--- src/rtl/icc_pkg.sv ---
// package for the input capture channel: register map, fields, modes, carriers
package icc_pkg;
  // register addresses
  localparam logic [15:0] ADDR_FIFO = 16'h0140;
  localparam logic [15:0] ADDR_CTRL = 16'h0142;
  localparam logic [15:0] ADDR_IRQ = 16'h0144;
  // capture_control field positions
  localparam int MODE_LSB = 0;
  localparam int OVF_BIT = 4;
  localparam int NE_BIT = 3;
  localparam int EPI_LSB = 5;
  localparam int TSEL_BIT = 7;
  localparam int SIDL_BIT = 13;
  // interrupt flag/enable register fields
  localparam int IRQF_BIT = 0;
  localparam int IRQE_BIT = 1;
  // reset values
  localparam logic [15:0] CTRL_RST = 16'h0000;
  localparam logic [1:0] IRQ_RST = 2'h0;
  // fifo geometry
  localparam int FIFO_DEPTH = 4;
  localparam int FIFO_WIDTH = 16;
  // prescale counts
  localparam logic [3:0] PRE4_LAST = 4'h3;
  localparam logic [3:0] PRE16_LAST = 4'hf;
  // capture mode encodings
  typedef enum logic [2:0] {
    ICC_OFF = 3'b000,
    ICC_EVERY_EDGE = 3'b001,
    ICC_FALL = 3'b010,
    ICC_RISE = 3'b011,
    ICC_RISE4 = 3'b100,
    ICC_RISE16 = 3'b101,
    ICC_RSVD = 3'b110,
    ICC_RISE_IRQ = 3'b111
  } icc_mode_t;
  // register bus request carrier
  typedef struct packed {
    logic [15:0] addr;
    logic [15:0] wdata;
    logic wr;
    logic rd;
  } icc_bus_req_t;
  // power state carrier
  typedef struct packed {
    logic sleep;
    logic idle;
  } icc_power_t;
endpackage

--- src/rtl/icc_capture.sv ---
// single-channel input capture unit with four-word fifo and register port
//
// Notes on behaviour
// - modes: fall, rise, rise/4, rise/16, both edges
// - prescaler cleared when off or reset
// - four-entry sixteen-bit capture fifo
// - not-empty flag set until fifo drained
// - read returns oldest, remaining entries shift
// - fifth capture sets overflow, value dropped
// - after overflow ignore captures until drained
// - control bit 7 picks timer, timer3 default
// - every-edge mode: irq each edge, no overflow
// - mode 111 with enable wakes sleep/idle
// - sleep: rising-edge irq only under 111
// - idle: full function if timer on, sidl zero
// - idle with 111: pin is interrupt only
// - irq after events_per_interrupt plus one captures
// - irq flag gated by enable bit
// - fifo at 0140, control at 0142 reset zero
// - one channel only, the first
//
// Implementation choice: the plain strobed port.
`timescale 1ns/10ps
module icc_capture #(
  parameter int DEPTH = icc_pkg::FIFO_DEPTH,
  parameter int WIDTH = icc_pkg::FIFO_WIDTH
) (
  // clock and reset
  input wire logic clk,
  input wire logic rst_b,
  // register port
  input wire logic [15:0] reg_addr,
  input wire logic [15:0] reg_wdata,
  input wire logic reg_wr,
  input wire logic reg_rd,
  output logic [15:0] reg_rdata,
  // timer interface
  input wire logic [WIDTH-1:0] timer2_count,
  input wire logic [WIDTH-1:0] timer3_count,
  input wire logic timer2_enabled,
  input wire logic timer3_enabled,
  // power state
  input wire logic cpu_sleep,
  input wire logic cpu_idle,
  // capture pin
  input wire logic capture_input_pin,
  // interrupt and wake
  output logic capture_irq,
  output logic wake_req
);

  // address match for one register of the map
  function automatic logic addr_hit(input logic [15:0] a, input logic [15:0] target);
    return a == target;
  endfunction

  // true for the divided rising-edge modes
  function automatic logic is_prescaled(input icc_pkg::icc_mode_t m);
    return (m == icc_pkg::ICC_RISE4) || (m == icc_pkg::ICC_RISE16);
  endfunction

  // last prescaler count before a divided capture fires
  function automatic logic [3:0] prescale_last(input icc_pkg::icc_mode_t m);
    return (m == icc_pkg::ICC_RISE4) ? icc_pkg::PRE4_LAST : icc_pkg::PRE16_LAST;
  endfunction

  // control register image as software reads it
  function automatic logic [15:0] ctrl_image(input logic [2:0] mode_f, input logic not_empty,
                                             input logic ovf, input logic [1:0] epi,
                                             input logic tsel, input logic sidl);
    logic [15:0] img;
    img = 16'h0000;
    img[icc_pkg::MODE_LSB +: 3] = mode_f;
    img[icc_pkg::NE_BIT] = not_empty;
    img[icc_pkg::OVF_BIT] = ovf;
    img[icc_pkg::EPI_LSB +: 2] = epi;
    img[icc_pkg::TSEL_BIT] = tsel;
    img[icc_pkg::SIDL_BIT] = sidl;
    return img;
  endfunction

  // interrupt flag and enable register image
  function automatic logic [15:0] irq_image(input logic flag, input logic en);
    logic [15:0] img;
    img = 16'h0000;
    img[icc_pkg::IRQF_BIT] = flag;
    img[icc_pkg::IRQE_BIT] = en;
    return img;
  endfunction

  // reset release through two flops
  logic rst_s1_q, rst_s2_q, rst_n;
  always_ff @(posedge clk or negedge rst_b) begin
    if (!rst_b) begin
      rst_s1_q <= 1'b0;
      rst_s2_q <= 1'b0;
    end else begin
      rst_s1_q <= 1'b1;
      rst_s2_q <= rst_s1_q;
    end
  end
  assign rst_n = rst_s2_q;

  // bus request bundle
  icc_pkg::icc_bus_req_t req;
  icc_pkg::icc_power_t pwr;
  assign req = '{addr: reg_addr, wdata: reg_wdata, wr: reg_wr, rd: reg_rd};
  assign pwr = '{sleep: cpu_sleep, idle: cpu_idle};

  // control register fields
  logic [2:0] capture_mode_field_q;
  logic [1:0] events_per_interrupt_q;
  logic timebase_select_q;
  logic stop_in_idle_q;
  logic capture_irq_flag_q;
  logic capture_irq_enable_q;
  logic capture_overflow_flag_q;
  icc_pkg::icc_mode_t mode;
  assign mode = icc_pkg::icc_mode_t'(capture_mode_field_q);

  // pin synchroniser and edge detect
  logic pin_s1_q, pin_s2_q, pin_prev_q;
  logic rise, fall;
  always_ff @(posedge clk or negedge rst_n) begin
    if (!rst_n) begin
      pin_s1_q <= 1'b0;
      pin_s2_q <= 1'b0;
      pin_prev_q <= 1'b0;
    end else begin
      pin_s1_q <= capture_input_pin;
      pin_s2_q <= pin_s1_q;
      pin_prev_q <= pin_s2_q;
    end
  end
  assign rise = pin_s2_q && !pin_prev_q;
  assign fall = !pin_s2_q && pin_prev_q;

  // selected timer running, needed for idle operation
  logic timer_on;
  assign timer_on = timebase_select_q ? timer2_enabled : timer3_enabled;

  // idle stops the channel unless stop_in_idle is clear and the timer runs
  logic idle_stopped;
  assign idle_stopped = pwr.idle && (stop_in_idle_q || !timer_on);

  // sleep, or idle under mode 111, leaves only the rising-edge interrupt
  logic irq_only;
  assign irq_only = pwr.sleep || (pwr.idle && mode == icc_pkg::ICC_RISE_IRQ);

  // captures run when awake, or idle with the channel still clocked
  logic full_func;
  assign full_func = !pwr.sleep && !idle_stopped;

  // either low-power state, for the wake request
  logic low_power;
  assign low_power = pwr.sleep || pwr.idle;

  // prescaler for the divided rising-edge modes
  logic [3:0] pre_cnt_q;
  logic [3:0] pre_last;
  logic pre_mode;
  assign pre_mode = is_prescaled(mode);
  assign pre_last = prescale_last(mode);
  always_ff @(posedge clk or negedge rst_n) begin
    if (!rst_n) begin
      pre_cnt_q <= 4'h0;
    end else if (mode == icc_pkg::ICC_OFF || !pre_mode) begin
      pre_cnt_q <= 4'h0;
    end else if (rise && full_func) begin
      pre_cnt_q <= (pre_cnt_q == pre_last) ? 4'h0 : pre_cnt_q + 4'h1;
    end
  end

  // last input of a divided group: the one that is captured
  logic pre_hit;
  assign pre_hit = rise && pre_cnt_q == pre_last;

  // event decode per mode
  logic capt_event;
  always_comb begin
    capt_event = 1'b0;
    case (mode)
      icc_pkg::ICC_EVERY_EDGE: capt_event = rise || fall;
      icc_pkg::ICC_FALL: capt_event = fall;
      icc_pkg::ICC_RISE: capt_event = rise;
      icc_pkg::ICC_RISE4: capt_event = pre_hit;
      icc_pkg::ICC_RISE16: capt_event = pre_hit;
      icc_pkg::ICC_RISE_IRQ: capt_event = rise;
      default: capt_event = 1'b0;
    endcase
  end

  // fifo storage, oldest at slot 0
  logic [WIDTH-1:0] fifo_q [DEPTH];
  logic [$clog2(DEPTH+1)-1:0] count_q;
  logic fifo_full, fifo_empty, push, pop, fifo_rd;
  logic [WIDTH-1:0] stamp;
  assign fifo_full = count_q == ($clog2(DEPTH+1))'(DEPTH);
  assign fifo_empty = count_q == '0;
  assign fifo_rd = req.rd && addr_hit(req.addr, icc_pkg::ADDR_FIFO);
  assign pop = fifo_rd && !fifo_empty;
  assign stamp = timebase_select_q ? timer2_count : timer3_count;

  // a capture that the channel may act on in its current power state
  logic capt_live;
  assign capt_live = capt_event && full_func && !irq_only;

  // overflow blocks capture until the fifo is empty again
  assign push = capt_live && !fifo_full && !capture_overflow_flag_q;

  // write slot: one lower when a read shifts the fifo in the same cycle
  logic [$clog2(DEPTH+1)-1:0] wr_slot;
  assign wr_slot = pop ? count_q - 1'b1 : count_q;

  // fifo data shifts forward on read
  always_ff @(posedge clk) begin
    if (pop) begin
      for (int i = 0; i < DEPTH - 1; i++) begin
        fifo_q[i] <= fifo_q[i + 1];
      end
    end
    if (push) begin
      fifo_q[wr_slot[$clog2(DEPTH)-1:0]] <= stamp;
    end
  end

  // occupancy moves only when exactly one of push and pop happens
  logic cnt_up, cnt_dn;
  assign cnt_up = push && !pop;
  assign cnt_dn = pop && !push;

  // fifo occupancy
  always_ff @(posedge clk or negedge rst_n) begin
    if (!rst_n) begin
      count_q <= '0;
    end else if (cnt_up) begin
      count_q <= count_q + 1'b1;
    end else if (cnt_dn) begin
      count_q <= count_q - 1'b1;
    end
  end

  // fifth capture against a full fifo; every-edge mode never overflows
  logic ovf_event;
  assign ovf_event = capt_live && fifo_full && !pop && mode != icc_pkg::ICC_EVERY_EDGE;

  // overflow flag: set by a fifth capture, cleared once drained
  always_ff @(posedge clk or negedge rst_n) begin
    if (!rst_n) begin
      capture_overflow_flag_q <= 1'b0;
    end else if (mode == icc_pkg::ICC_OFF) begin
      capture_overflow_flag_q <= 1'b0;
    end else if (ovf_event) begin
      capture_overflow_flag_q <= 1'b1;
    end else if (fifo_empty) begin
      capture_overflow_flag_q <= 1'b0;
    end
  end

  // interrupt event counter
  logic [1:0] irq_cnt_q;
  logic irq_event, count_done;
  assign count_done = irq_cnt_q == events_per_interrupt_q;
  always_comb begin
    irq_event = 1'b0;
    if (irq_only) begin
      irq_event = rise && mode == icc_pkg::ICC_RISE_IRQ;
    end else if (full_func && capt_event) begin
      if (mode == icc_pkg::ICC_EVERY_EDGE) begin
        irq_event = 1'b1;
      end else begin
        irq_event = (push || fifo_full) && count_done;
      end
    end
  end
  always_ff @(posedge clk or negedge rst_n) begin
    if (!rst_n) begin
      irq_cnt_q <= 2'h0;
    end else if (mode == icc_pkg::ICC_OFF || mode == icc_pkg::ICC_EVERY_EDGE) begin
      irq_cnt_q <= 2'h0;
    end else if (push && !irq_only) begin
      irq_cnt_q <= count_done ? 2'h0 : irq_cnt_q + 2'h1;
    end
  end

  // control register writes
  logic ctrl_wr, irq_wr;
  assign ctrl_wr = req.wr && addr_hit(req.addr, icc_pkg::ADDR_CTRL);
  assign irq_wr = req.wr && addr_hit(req.addr, icc_pkg::ADDR_IRQ);

  // capture mode field, zero after reset
  always_ff @(posedge clk or negedge rst_n) begin
    if (!rst_n) begin
      capture_mode_field_q <= icc_pkg::CTRL_RST[icc_pkg::MODE_LSB +: 3];
    end else if (ctrl_wr) begin
      capture_mode_field_q <= req.wdata[icc_pkg::MODE_LSB +: 3];
    end
  end

  // events per interrupt field
  always_ff @(posedge clk or negedge rst_n) begin
    if (!rst_n) begin
      events_per_interrupt_q <= icc_pkg::CTRL_RST[icc_pkg::EPI_LSB +: 2];
    end else if (ctrl_wr) begin
      events_per_interrupt_q <= req.wdata[icc_pkg::EPI_LSB +: 2];
    end
  end

  // time base select, timer3 after reset
  always_ff @(posedge clk or negedge rst_n) begin
    if (!rst_n) begin
      timebase_select_q <= icc_pkg::CTRL_RST[icc_pkg::TSEL_BIT];
    end else if (ctrl_wr) begin
      timebase_select_q <= req.wdata[icc_pkg::TSEL_BIT];
    end
  end

  // stop in idle bit
  always_ff @(posedge clk or negedge rst_n) begin
    if (!rst_n) begin
      stop_in_idle_q <= icc_pkg::CTRL_RST[icc_pkg::SIDL_BIT];
    end else if (ctrl_wr) begin
      stop_in_idle_q <= req.wdata[icc_pkg::SIDL_BIT];
    end
  end

  // interrupt flag: hardware set wins over software clear
  always_ff @(posedge clk or negedge rst_n) begin
    if (!rst_n) begin
      capture_irq_flag_q <= icc_pkg::IRQ_RST[icc_pkg::IRQF_BIT];
    end else if (irq_event) begin
      capture_irq_flag_q <= 1'b1;
    end else if (irq_wr) begin
      capture_irq_flag_q <= req.wdata[icc_pkg::IRQF_BIT];
    end
  end

  // interrupt enable, written by software only
  always_ff @(posedge clk or negedge rst_n) begin
    if (!rst_n) begin
      capture_irq_enable_q <= icc_pkg::IRQ_RST[icc_pkg::IRQE_BIT];
    end else if (irq_wr) begin
      capture_irq_enable_q <= req.wdata[icc_pkg::IRQE_BIT];
    end
  end

  // interrupt and wake outputs
  assign capture_irq = capture_irq_flag_q && capture_irq_enable_q;
  assign wake_req = capture_irq_enable_q && low_power
                    && mode == icc_pkg::ICC_RISE_IRQ && capture_irq_flag_q;

  // read data select; empty fifo reads are undefined
  logic [15:0] rdata_q, rdata_d;
  always_comb begin
    rdata_d = rdata_q;
    if (req.rd) begin
      case (req.addr)
        icc_pkg::ADDR_FIFO: rdata_d = fifo_q[0];
        icc_pkg::ADDR_CTRL: rdata_d = ctrl_image(capture_mode_field_q, !fifo_empty, capture_overflow_flag_q,
                                                 events_per_interrupt_q, timebase_select_q, stop_in_idle_q);
        icc_pkg::ADDR_IRQ: rdata_d = irq_image(capture_irq_flag_q, capture_irq_enable_q);
        default: rdata_d = 16'h0000;
      endcase
    end
  end

  // read data register, one cycle after the strobe, held until the next read
  always_ff @(posedge clk or negedge rst_n) begin
    if (!rst_n) begin
      rdata_q <= 16'h0000;
    end else begin
      rdata_q <= rdata_d;
    end
  end
  assign reg_rdata = rdata_q; // single channel only

endmodule

--- config.mk ---
export PLATFORM = sky130hd
export DESIGN_NAME = icc_capture
export DESIGN_NICKNAME = d
export VERILOG_FILES = /design/src/rtl/icc_pkg.sv /design/src/rtl/icc_capture.sv
export SDC_FILE = /design/constraint.sdc
export NUM_CORES = 1
export LEC_CHECK = 0
export BUFFER_PORTS_ARGS = -buffer_cell sky130_fd_sc_hd__buf_4
export CORE_MARGIN = 3
export CORE_UTILIZATION = 35
export DETAILED_ROUTE_END_ITERATION = 8
export SLEW_MARGIN = 20
export SYNTH_ARGS = -nofsm -noshare
export SYNTH_HDL_FRONTEND = slang
export SYNTH_SLANG_ARGS = --single-unit
--- constraint.sdc ---
create_clock -name clk -period 1.65 [get_ports clk]
set_clock_uncertainty 0.15 [all_clocks]
set_input_delay 0.2475 -clock clk [delete_from_list [all_inputs] [get_ports clk]]
set_output_delay 0.2475 -clock clk [all_outputs]
set_load 0.01 [all_outputs]
==> results.tsv, run 1 <==
stage	metric	value	unit
outcome	status	finished, violations left	
outcome	violated checks	setup timing	
sta	period utilization	150.6	%
synthesis	Post-synth EDFFs	64	
clock_network	CTS tree	yes	
clock_network	clock buffers created by TritonCTS	9	
synthesis	complex-gate fraction of the synthesized area	7.393	%
synthesis	Syn. warnings	0	
power_and_ir_drop	Max VDD drop	0.0005671	V
sta	Final Hold Viols	0	
critical_path	CP Capture Point	fifo_q[2][3]	
global_route	GRT Util Overall	15.62	%
synthesis	synth cell count leaders	edfxtp_1 (64), mux2_2 (64), dfrtp_1 (40)	
run	max_cap viols	0	
layout	Util after Layout	53.48	%
power_and_ir_drop	Clk pwr share	39.4	%
power_and_ir_drop	Logic pwr share	6.9	%
global_route	initial antenna violation count	0	
critical_path	FF-to-FF setup slack	-830	ps
global_route	gr ovfl total	0	
synthesis	Synth Area in XOR/XNOR	0.8741	%
drt	DRC	0	
critical_path	Worst setup SP type	flop	
layout	share of cells above drive strength 1	58.49	%
drt	DRT antenna net count	0	
clock_network	htree depth	3	
power_and_ir_drop	NetSw	1.172	mW
layout	cell area after layout	0.007452	sq mm
sta	Worst-Margin Slew	536.9	ps
critical_path	reg2reg start	count_q[0]	
placement	post-detail-place hpwl	8411	um
critical_path	Critical Path AT	2440	ps
synthesis	post-synthesis simple-gate area fraction	9.840	%
sta	Final WS setup	-834.8	ps
synthesis	biggest area consumer among synthesized cells	edfxtp_1	
synthesis	Synth Register Bits	104	
synthesis	Mapped Cells	363	
drt	number of DRC markers in iteration 0	222	
clock_network	CTS Root Cell	clkbuf_16	
power_and_ir_drop	P per Cell Area	694.8	mW/mm^2
power_and_ir_drop	Leak	3.015	nW
sta	Slew HR	64.21	%
critical_path	crit-path max FO	16	
sta	RSZ-0062 raised after global routing	true	
critical_path	crit path capture type	flop	
layout	fin cells	710	
synthesis	multiplexer share of the synthesized area	18.81	%
synthesis	Mapped Nets	443	
clock_network	Max Buffers Root-to-Sink	2	
synthesis	sequential cell area fraction in the yosys report	58.34	%
placement	routability cong.	0.8108	
clock_network	Clock Latency Late Sink	350	ps
synthesis	share of the synthesized area in the top cell type	38.36	%
critical_path	CP required	1600	ps
die	Die Wd	125.6	um
die	I/O pin cnt	91	
worst_hold_path	Hold Path Class	input port to async pin	
clock_network	CTS clock-pin slew for the worst setup and hold paths	70	ps
clock_network	Sink Count	104	
critical_path	kind of critical path	flop to flop	
sta	Max Clock Freq	402.5	MHz
layout	multi-input logic area	0.002469	sq mm
power_and_ir_drop	Switching Share	22.63	%
critical_path	CP peak stage delay	540	ps
synthesis	synth unique cells	55	
layout	antenna cell count	0	
global_route	vias in the first global route	3776	
synthesis	ys flop type	edfxtp_1	
critical_path	Slowest cell on crit path	or4_4	
die	Die H	125.6	um
synthesis	top post-synthesis cells by area	edfxtp_1 (38%), dfrtp_1 (20%), mux2_2 (14%)	
sta	final slew viol count	0	
drt	routed wire length	12180	um
drt	vias per cell	5.024	
die	core area	0.01393	sq mm
synthesis	Post-Syn Area per Cell	13.80	sq um
global_route	pin count of the biggest net entering global routing	39	
synthesis	Adder-Cell Fraction of Synth Area	1.748	%
critical_path	Critical Path, Cell by Cell	clkinvlp_4 -> ha_4 -> or4_4 -> a211oi_4 -> buf_12 -> mux2_2	
drt	drt pass-1 iters	4	
synthesis	combinational family with the most area after synthesis	multiplexers	
power_and_ir_drop	Power Internal	4.006	mW
power_and_ir_drop	share of power burned in registers	53.6	%
placement	dpl cell area	0.006629	sq mm
critical_path	Register-to-Register Path Depth	6	
sta	Final Critical Period	2485	ps
layout	fillers	1130	
critical_path	Critical Path Source	count_q[0]	
sta	hold_ws	60.61	ps
synthesis	async set-reset flop share out of synthesis	38.46	%
layout	Storage cell area	0.002925	sq mm
layout	fin nets	605	
synthesis	Synth Cell Area	0.005010	sq mm
layout	area growth from synthesis to layout	48.75	%
die	FP Rows	43	
placement	placed instance count	666	
global_route	global-route wire length before repair	19520	um
die	Starting Density	35.95	%
die	die area	0.01579	sq mm
critical_path	worst reg2reg endpoint	fifo_q[2][3]	
sta	Final Setup Violations	137	
placement	IO Port Bufs	81	
drt	total vias in the final route	3567	
drt	DR WL/cell	17.15	um
==> cells by family after synthesis <==
family          Yosys count
compound gates           54
xor+xnor                  5
fa+ha+maj                 7
buf+inv                  28
flops                   104
mux                      81
other cells               1
simple gates             83
==> layout make-up <==
| cell class | count | area share, % |
|---|---|---|
| Sequential cell | 104 | 39.25 |
| Tap cell | 180 | 3.022 |
| Clock buffer | 9 | 3.022 |
| Multi-Input combinational cell | 231 | 33.13 |
| Timing Repair Buffer | 166 | 20.03 |
| Clock inverter | 7 | 0.7388 |
| Inverter | 13 | 0.8059 |
==> layout by cell type, fill, tap and decap left out, drive strengths merged, types with 6 or more instances in the layout <==
master / instances
o21ai: 11
dfrtp: 40
mux2: 75
dlygate4sd3: 9
edfxtp: 64
buf: 157
ha: 7
inv: 14
nand2: 15
a22oi: 8
nand3: 12
nor2: 21
a21oi: 16
clkbuf: 9
mux2i: 6
==> critical path: cells and delay by family (launching register included) <==
kind | cells | cell delay (ps)
DFF | 1 | 390
buffers and inverters | 2 | 330
muxes | 1 | 340
adders and majority gates | 1 | 220
AOI/OAI and AO/OA | 1 | 250
and+or+nand+nor | 1 | 540
==> metrics by stage <==
stage	setup WS [ps]	power, mW	TNS, ps
floorplan	-1093	2.947	-110160
global placement	-997.7	3.146	-103850
detailed placement	-1044	3.153	-108870
CTS	-850.9	5.232	-88850
global route	-900.3	5.366	-98130
finish	-834.8	5.178	-90200
==> worst min path at each step <==
stage	slack, ps	startpoint	end	cells past startpoint
2_1_floorplan	-200	rst_b	rst_n	0
3_3_place_gp	-120	rst_b	rst_n	1
3_5_place_dp	-120	rst_b	rst_n	1
4_1_cts	40	rst_b	rst_n	2
5_1_grt	50	rst_b	rst_n	2
6_report	60	rst_b	rst_n	2
==> repair_timing <==
item                                   CTS  global route
setup endpoints to repair              139           139
buffers inserted                        13             8
resized for setup                       38            24
pin swaps                               19            14
endpoints found under the hold margin   11             0
cloned                                   3             0
hold buffers                             9             0
==> layer usage <==
metal	vias up	part of all wire (%)	global-route usage (%)
met5	-	0	0
met4	0	1.4	5.357
met3	12	4.6	3.011
met2	79	51	27.06
met1	1793	43	19.61
li1	1683	-	-
==> power groups by stage <==
stage          Combinational (mW)  Sequential (mW)  Clock (mW)
2_1_floorplan              0.0981             2.85           0
5_1_grt                     0.391             2.78        2.20
3_3_place_gp                0.313             2.83           0
4_1_cts                     0.353             2.78        2.10
3_5_place_dp                0.320             2.83           0
6_report                    0.360             2.78        2.04
==> sequential cells by signal (all words and copies together), names as in the netlist <==
| signal | flops |
|---|---|
| irq_cnt_q | 2 |
| pin_prev_q | 1 |
| capture_irq_enable_q | 1 |
| stop_in_idle_q | 1 |
| capture_overflow_flag_q | 1 |
| pin_s1_q | 1 |
| pin_s2_q | 1 |
| reg_rdata | 16 |
| fifo_q | 64 |
| rst_s1_q | 1 |
| capture_mode_field_q | 3 |
| events_per_interrupt_q | 2 |
| rst_n | 1 |
| pre_cnt_q | 4 |
| timebase_select_q | 1 |
| count_q | 3 |
| capture_irq_flag_q | 1 |
Note: power is estimated with default switching activity, not from simulation.
==> run 2: changes to the inputs <==
--- a/config.mk
+++ b/config.mk
@@ -9,6 +9,7 @@
 export CORE_MARGIN = 3
 export CORE_UTILIZATION = 35
 export DETAILED_ROUTE_END_ITERATION = 8
+export REMOVE_ABC_BUFFERS = 1
 export SLEW_MARGIN = 20
 export SYNTH_ARGS = -nofsm -noshare
 export SYNTH_HDL_FRONTEND = slang
==> run 2 against run 1 <==
Net effect: the run still ends with setup timing left; clock power rose by 6%; first-iteration DRC count grew 1.4%; highest routed layer unchanged; cell count rose by 2.0%; cell area is 1.4% higher; largest power group unchanged.
==> results.tsv, run 2 (same netlist as run 1, synthesis figures left out) <==
stage	metric	value	unit
outcome	status	finished, violations left	
outcome	violated checks	setup timing	
power_and_ir_drop	Leak	3.048	nW
clock_network	Sink Count	104	
drt	number of DRC markers in iteration 0	225	
critical_path	CP dominant cell by count	buf_6	
layout	area growth from synthesis to layout	50.85	%
global_route	pin count of the biggest net entering global routing	39	
sta	Max Clock Freq	397.7	MHz
critical_path	crit-path max FO	8	
clock_network	htree depth	3	
die	die area	0.01579	sq mm
clock_network	CTS Root Cell	clkbuf_16	
critical_path	reg2reg start	capture_mode_field_q[1]	
sta	setup_tns	-91520	ps
placement	IO Port Bufs	81	
power_and_ir_drop	P per Cell Area	699.4	mW/mm^2
placement	dpl cell area	0.006315	sq mm
critical_path	Critical Path Source	capture_mode_field_q[1]	
sta	Final Setup Violations	133	
layout	cell area after layout	0.007557	sq mm
critical_path	Slowest cell on crit path	dfrtp_1	
clock_network	clock buffers created by TritonCTS	9	
sta	Final Hold Viols	0	
die	core area	0.01393	sq mm
critical_path	CP peak stage delay	400	ps
drt	routed wire length	12790	um
critical_path	CP required	1600	ps
global_route	GRT Util Overall	15.82	%
drt	vias per cell	4.914	
global_route	global-route wire length before repair	19680	um
sta	final slew viol count	0	
global_route	initial antenna violation count	0	
layout	Storage cell area	0.002925	sq mm
global_route	gr ovfl total	0	
layout	leading cell type in the layout, fill and taps excluded	buf_4	
power_and_ir_drop	Max VDD drop	0.0005287	V
drt	DRC	0	
layout	most frequent cells in the layout	buf_4 (130), edfxtp_1 (64), mux2_4 (48)	
clock_network	CTS tree	yes	
layout	fillers	1129	
placement	routability cong.	0.8497	
sta	period utilization	152.4	%
placement	post-detail-place hpwl	8207	um
critical_path	Worst setup SP type	flop	
drt	DR WL/cell	17.66	um
layout	Reg with most FFs	fifo_q	
critical_path	Critical Path, Cell by Cell	buf_6 -> buf_4 -> nor4b_4 -> a31oi_4 -> buf_6 -> a211oi_4 -> clkbuf_16 -> mux2_2	
layout	Largest register FFs	64	
die	FP Rows	43	
layout	fin nets	619	
sta	Worst-Margin Slew	502.6	ps
critical_path	Register-to-Register Path Depth	8	
drt	drt pass-1 iters	4	
layout	antenna cell count	0	
die	I/O pin cnt	91	
die	Die H	125.6	um
drt	total vias in the final route	3558	
sta	Final WS setup	-864.4	ps
critical_path	Critical Path AT	2460	ps
layout	Util after Layout	54.23	%
placement	placed instance count	674	
run	max_cap viols	0	
layout	share of cells above drive strength 1	59.01	%
clock_network	Clock Latency Late Sink	350	ps
sta	Slew HR	66.49	%
worst_hold_path	Hold Path Class	input port to async pin	
sta	Final Critical Period	2514	ps
layout	fin cells	724	
drt	DRT antenna net count	0	
die	Starting Density	35.95	%
placement	Post-Place Setup Slack	-996.1	ps
global_route	vias in the first global route	3814	
clock_network	Max Buffers Root-to-Sink	2	
sta	hold_ws	72.33	ps
critical_path	crit path capture type	flop	
critical_path	kind of critical path	flop to flop	
sta	RSZ-0062 raised after global routing	true	
clock_network	CTS clock-pin slew for the worst setup and hold paths	70	ps
power_and_ir_drop	Tot Pwr	5.286	mW
die	Die Wd	125.6	um
layout	multi-input logic area	0.002435	sq mm
-- run 2: final timing paths --
| check | endpoint | slack, ps |
|---|---|---|
| min in group clk | fifo_q[3][9] | 130 |
| hold / removal | rst_n | 70 |
| setup reg to reg | fifo_q[0][4] | -860 |
| max in group asynchronous | capture_mode_field_q[0] | 820 |
| setup / recovery | fifo_q[0][4] | -860 |
| hold reg to reg | reg_rdata[15] | 160 |
-- run 2: timing repair --
item | 4_1_cts | 5_1_grt
pin swaps | 19 | 17
gates cloned | 3 | 3
resized for setup | 82 | 61
setup buffers | 14 | 13
hold buffers | 9 | 0
setup endpoints to repair | 139 | 139
hold endpoints to repair | 11 | 0
-- run 2: cell type report --
class,count,share of cell area (%)
Clock inverter,4,0.6954
Clock buffer,12,3.262
Sequential cell,104,38.71
Inverter,13,0.6788
Timing Repair Buffer,180,21.46
Multi-Input combinational cell,231,32.22
Tap cell,180,2.980
-- run 2: routing by layer --
layer	global-route usage [%]	routed length, um
met5	0	0
met4	4.719	219
met3	3.647	505
met2	26.53	6600
met1	20.53	5461
-- run 2: power breakdown --
group          internal (mW)  total, mW  switching, mW
sequential              2.76       2.78         0.0148
combinational          0.197      0.346          0.149
clock                   1.23       2.16          0.934
-- run 2: worst max-delay path, delay by kind of cell, from the launching register on --
| kind | cells | cell delay, ps |
|---|---|---|
| compound gates | 2 | 360 |
| buf+inv | 4 | 690 |
| flops | 1 | 400 |
| mux | 1 | 330 |
| simple gates | 1 | 330 |
==> run 3: changes to the inputs <==
--- a/config.mk
+++ b/config.mk
@@ -9,6 +9,7 @@
 export CORE_MARGIN = 3
 export CORE_UTILIZATION = 35
 export DETAILED_ROUTE_END_ITERATION = 8
+export PLACE_DENSITY_LB_ADDON = 0.05
 export REMOVE_ABC_BUFFERS = 1
 export SLEW_MARGIN = 20
 export SYNTH_ARGS = -nofsm -noshare
==> run 3 against run 2 <==
Net effect: total power grew 3.5%; non-clock buffer count shrank 9; clock-buffer cell count shrank 1; the flow still finishes with violations (setup timing); sequential power is essentially flat; largest power group unchanged; critical path type unchanged.
==> results.tsv, run 3 (same netlist as run 1, synthesis figures left out) <==
stage	metric	value	unit
drt	DRC	0	
critical_path	Worst setup SP type	flop	
clock_network	Max Buffers Root-to-Sink	2	
layout	fillers	1187	
power_and_ir_drop	Logic pwr share	6.3	%
layout	Largest register FFs	64	
sta	RSZ-0062 raised after global routing	true	
critical_path	kind of critical path	flop to flop	
sta	Final Setup Violations	124	
power_and_ir_drop	share of power burned in registers	50.8	%
critical_path	CP Capture Point	fifo_q[2][14]	
power_and_ir_drop	P per Cell Area	723.4	mW/mm^2
drt	total vias in the final route	3552	
outcome	status	finished, violations left	
sta	hold_ws	65.05	ps
layout	Reg with most FFs	fifo_q	
outcome	violated checks	setup timing	
power_and_ir_drop	Switching Share	21.27	%
drt	DR WL/cell	19.02	um
sta	Final WS setup	-836.0	ps
die	Die H	125.6	um
worst_hold_path	Hold Path Class	input port to async pin	
global_route	GRT Util Overall	16.76	%
power_and_ir_drop	Power Internal	4.306	mW
critical_path	Critical Path Source	count_q[0]	
global_route	initial antenna violation count	0	
drt	DRT antenna net count	0	
die	Die Wd	125.6	um
clock_network	htree depth	3	
critical_path	Critical Path AT	2440	ps
layout	area growth from synthesis to layout	50.92	%
die	core area	0.01393	sq mm
drt	drt pass-1 iters	4	
critical_path	worst reg2reg endpoint	fifo_q[2][14]	
layout	Util after Layout	54.26	%
sta	Worst-Margin Slew	544.9	ps
global_route	vias in the first global route	3615	
sta	period utilization	150.7	%
layout	leading cell type in the layout, fill and taps excluded	buf_4	
placement	IO Port Bufs	81	
layout	most frequent cells in the layout	buf_4 (128), edfxtp_1 (64), mux2_4 (49)	
placement	Post-Place Setup Slack	-1100	ps
global_route	global-route wire length before repair	20190	um
layout	fin cells	715	
die	die area	0.01579	sq mm
drt	routed wire length	13600	um
placement	routability cong.	0.7647	
critical_path	crit-path max FO	8	
sta	Final Critical Period	2486	ps
clock_network	CTS clock-pin slew for the worst setup and hold paths	80	ps
layout	cell area after layout	0.007561	sq mm
clock_network	Sink Count	104	
die	Starting Density	35.95	%
power_and_ir_drop	Leak	3.070	nW
critical_path	CP required	1600	ps
die	I/O pin cnt	91	
critical_path	FF-to-FF setup slack	-840	ps
clock_network	CTS Root Cell	clkbuf_16	
sta	Final Hold Viols	0	
layout	antenna cell count	0	
drt	vias per cell	4.968	
sta	Max Clock Freq	402.3	MHz
run	max_cap viols	0	
power_and_ir_drop	NetSw	1.163	mW
clock_network	CTS tree	yes	
clock_network	Clock Latency Late Sink	360	ps
drt	number of DRC markers in iteration 0	165	
clock_network	clock buffers created by TritonCTS	9	
placement	placed instance count	670	
global_route	gr ovfl total	0	
critical_path	reg2reg start	count_q[0]	
critical_path	crit path capture type	flop	
sta	final slew viol count	0	
die	FP Rows	43	
placement	dpl cell area	0.006310	sq mm
power_and_ir_drop	Max VDD drop	0.0006201	V
layout	fin nets	610	
layout	share of cells above drive strength 1	58.13	%
sta	Slew HR	63.67	%
power_and_ir_drop	Clk pwr share	43.0	%
placement	post-detail-place hpwl	8161	um
critical_path	Register-to-Register Path Depth	7	
global_route	pin count of the biggest net entering global routing	39	
==> run 3: what timing repair did <==
action	CTS	global route
gates cloned	3	1
buffers inserted	12	11
endpoints found under the setup margin	130	134
resized for setup	53	85
hold buffers	9	0
pin swaps	19	25
endpoints found under the hold margin	12	0
==> run 3: how the worst min path moves through the flow <==
stage                to  slack, ps  cells past startpoint  startpoint
2_1_floorplan     rst_n       -200                      0       rst_b
3_3_place_gp   rst_s1_q       -120                      1       rst_b
3_5_place_dp      rst_n       -120                      1       rst_b
4_1_cts        rst_s1_q         50                      2       rst_b
5_1_grt        rst_s1_q         50                      2       rst_b
6_report       rst_s1_q         70                      2       rst_b
==> run 3: per-layer routing <==
metal	share of wire, %	global-route usage, %
met1	46	23.07
met2	49	26.97
met3	3.9	4.411
met4	0.99	3.444
met5	0	0
==> run 3: power groups by stage <==
stage	combinational, mW	sequential (mW)	clock, mW
after floorplan	0.0693	2.85	0
after global placement	0.294	2.83	0
after detailed placement	0.298	2.83	0
after CTS	0.332	2.78	2.42
after global routing	0.376	2.78	2.52
final	0.343	2.78	2.35
==> run 3: critical path, stage by stage, from the launching register on <==
cell	delay, ps
dfrtp_1	390
inv_2	80
ha_4	200
or4_4	540
a211oi_4	260
buf_12	160
buf_12	150
mux2_4	300
==> run 3: stage by stage <==
| step | TNS, ps | power [mW] |
|---|---|---|
| after global routing | -95700 | 5.676 |
| final | -87470 | 5.470 |
| after detailed placement | -112960 | 3.129 |
| after floorplan | -184700 | 2.916 |
| after CTS | -92730 | 5.528 |
| after global placement | -113130 | 3.125 |
==> run 3: cell type report <==
cell class / instances / area, sq um / area share [%]
multi-input combinational: 231 / 2461 / 32.55
sequential: 104 / 2924 / 38.67
clock inverter: 5 / 87.58 / 1.158
timing repair buffer: 171 / 1579 / 20.88
tap: 180 / 225.2 / 2.979
inverter: 13 / 51.30 / 0.6785
clock buffer: 11 / 232.7 / 3.078
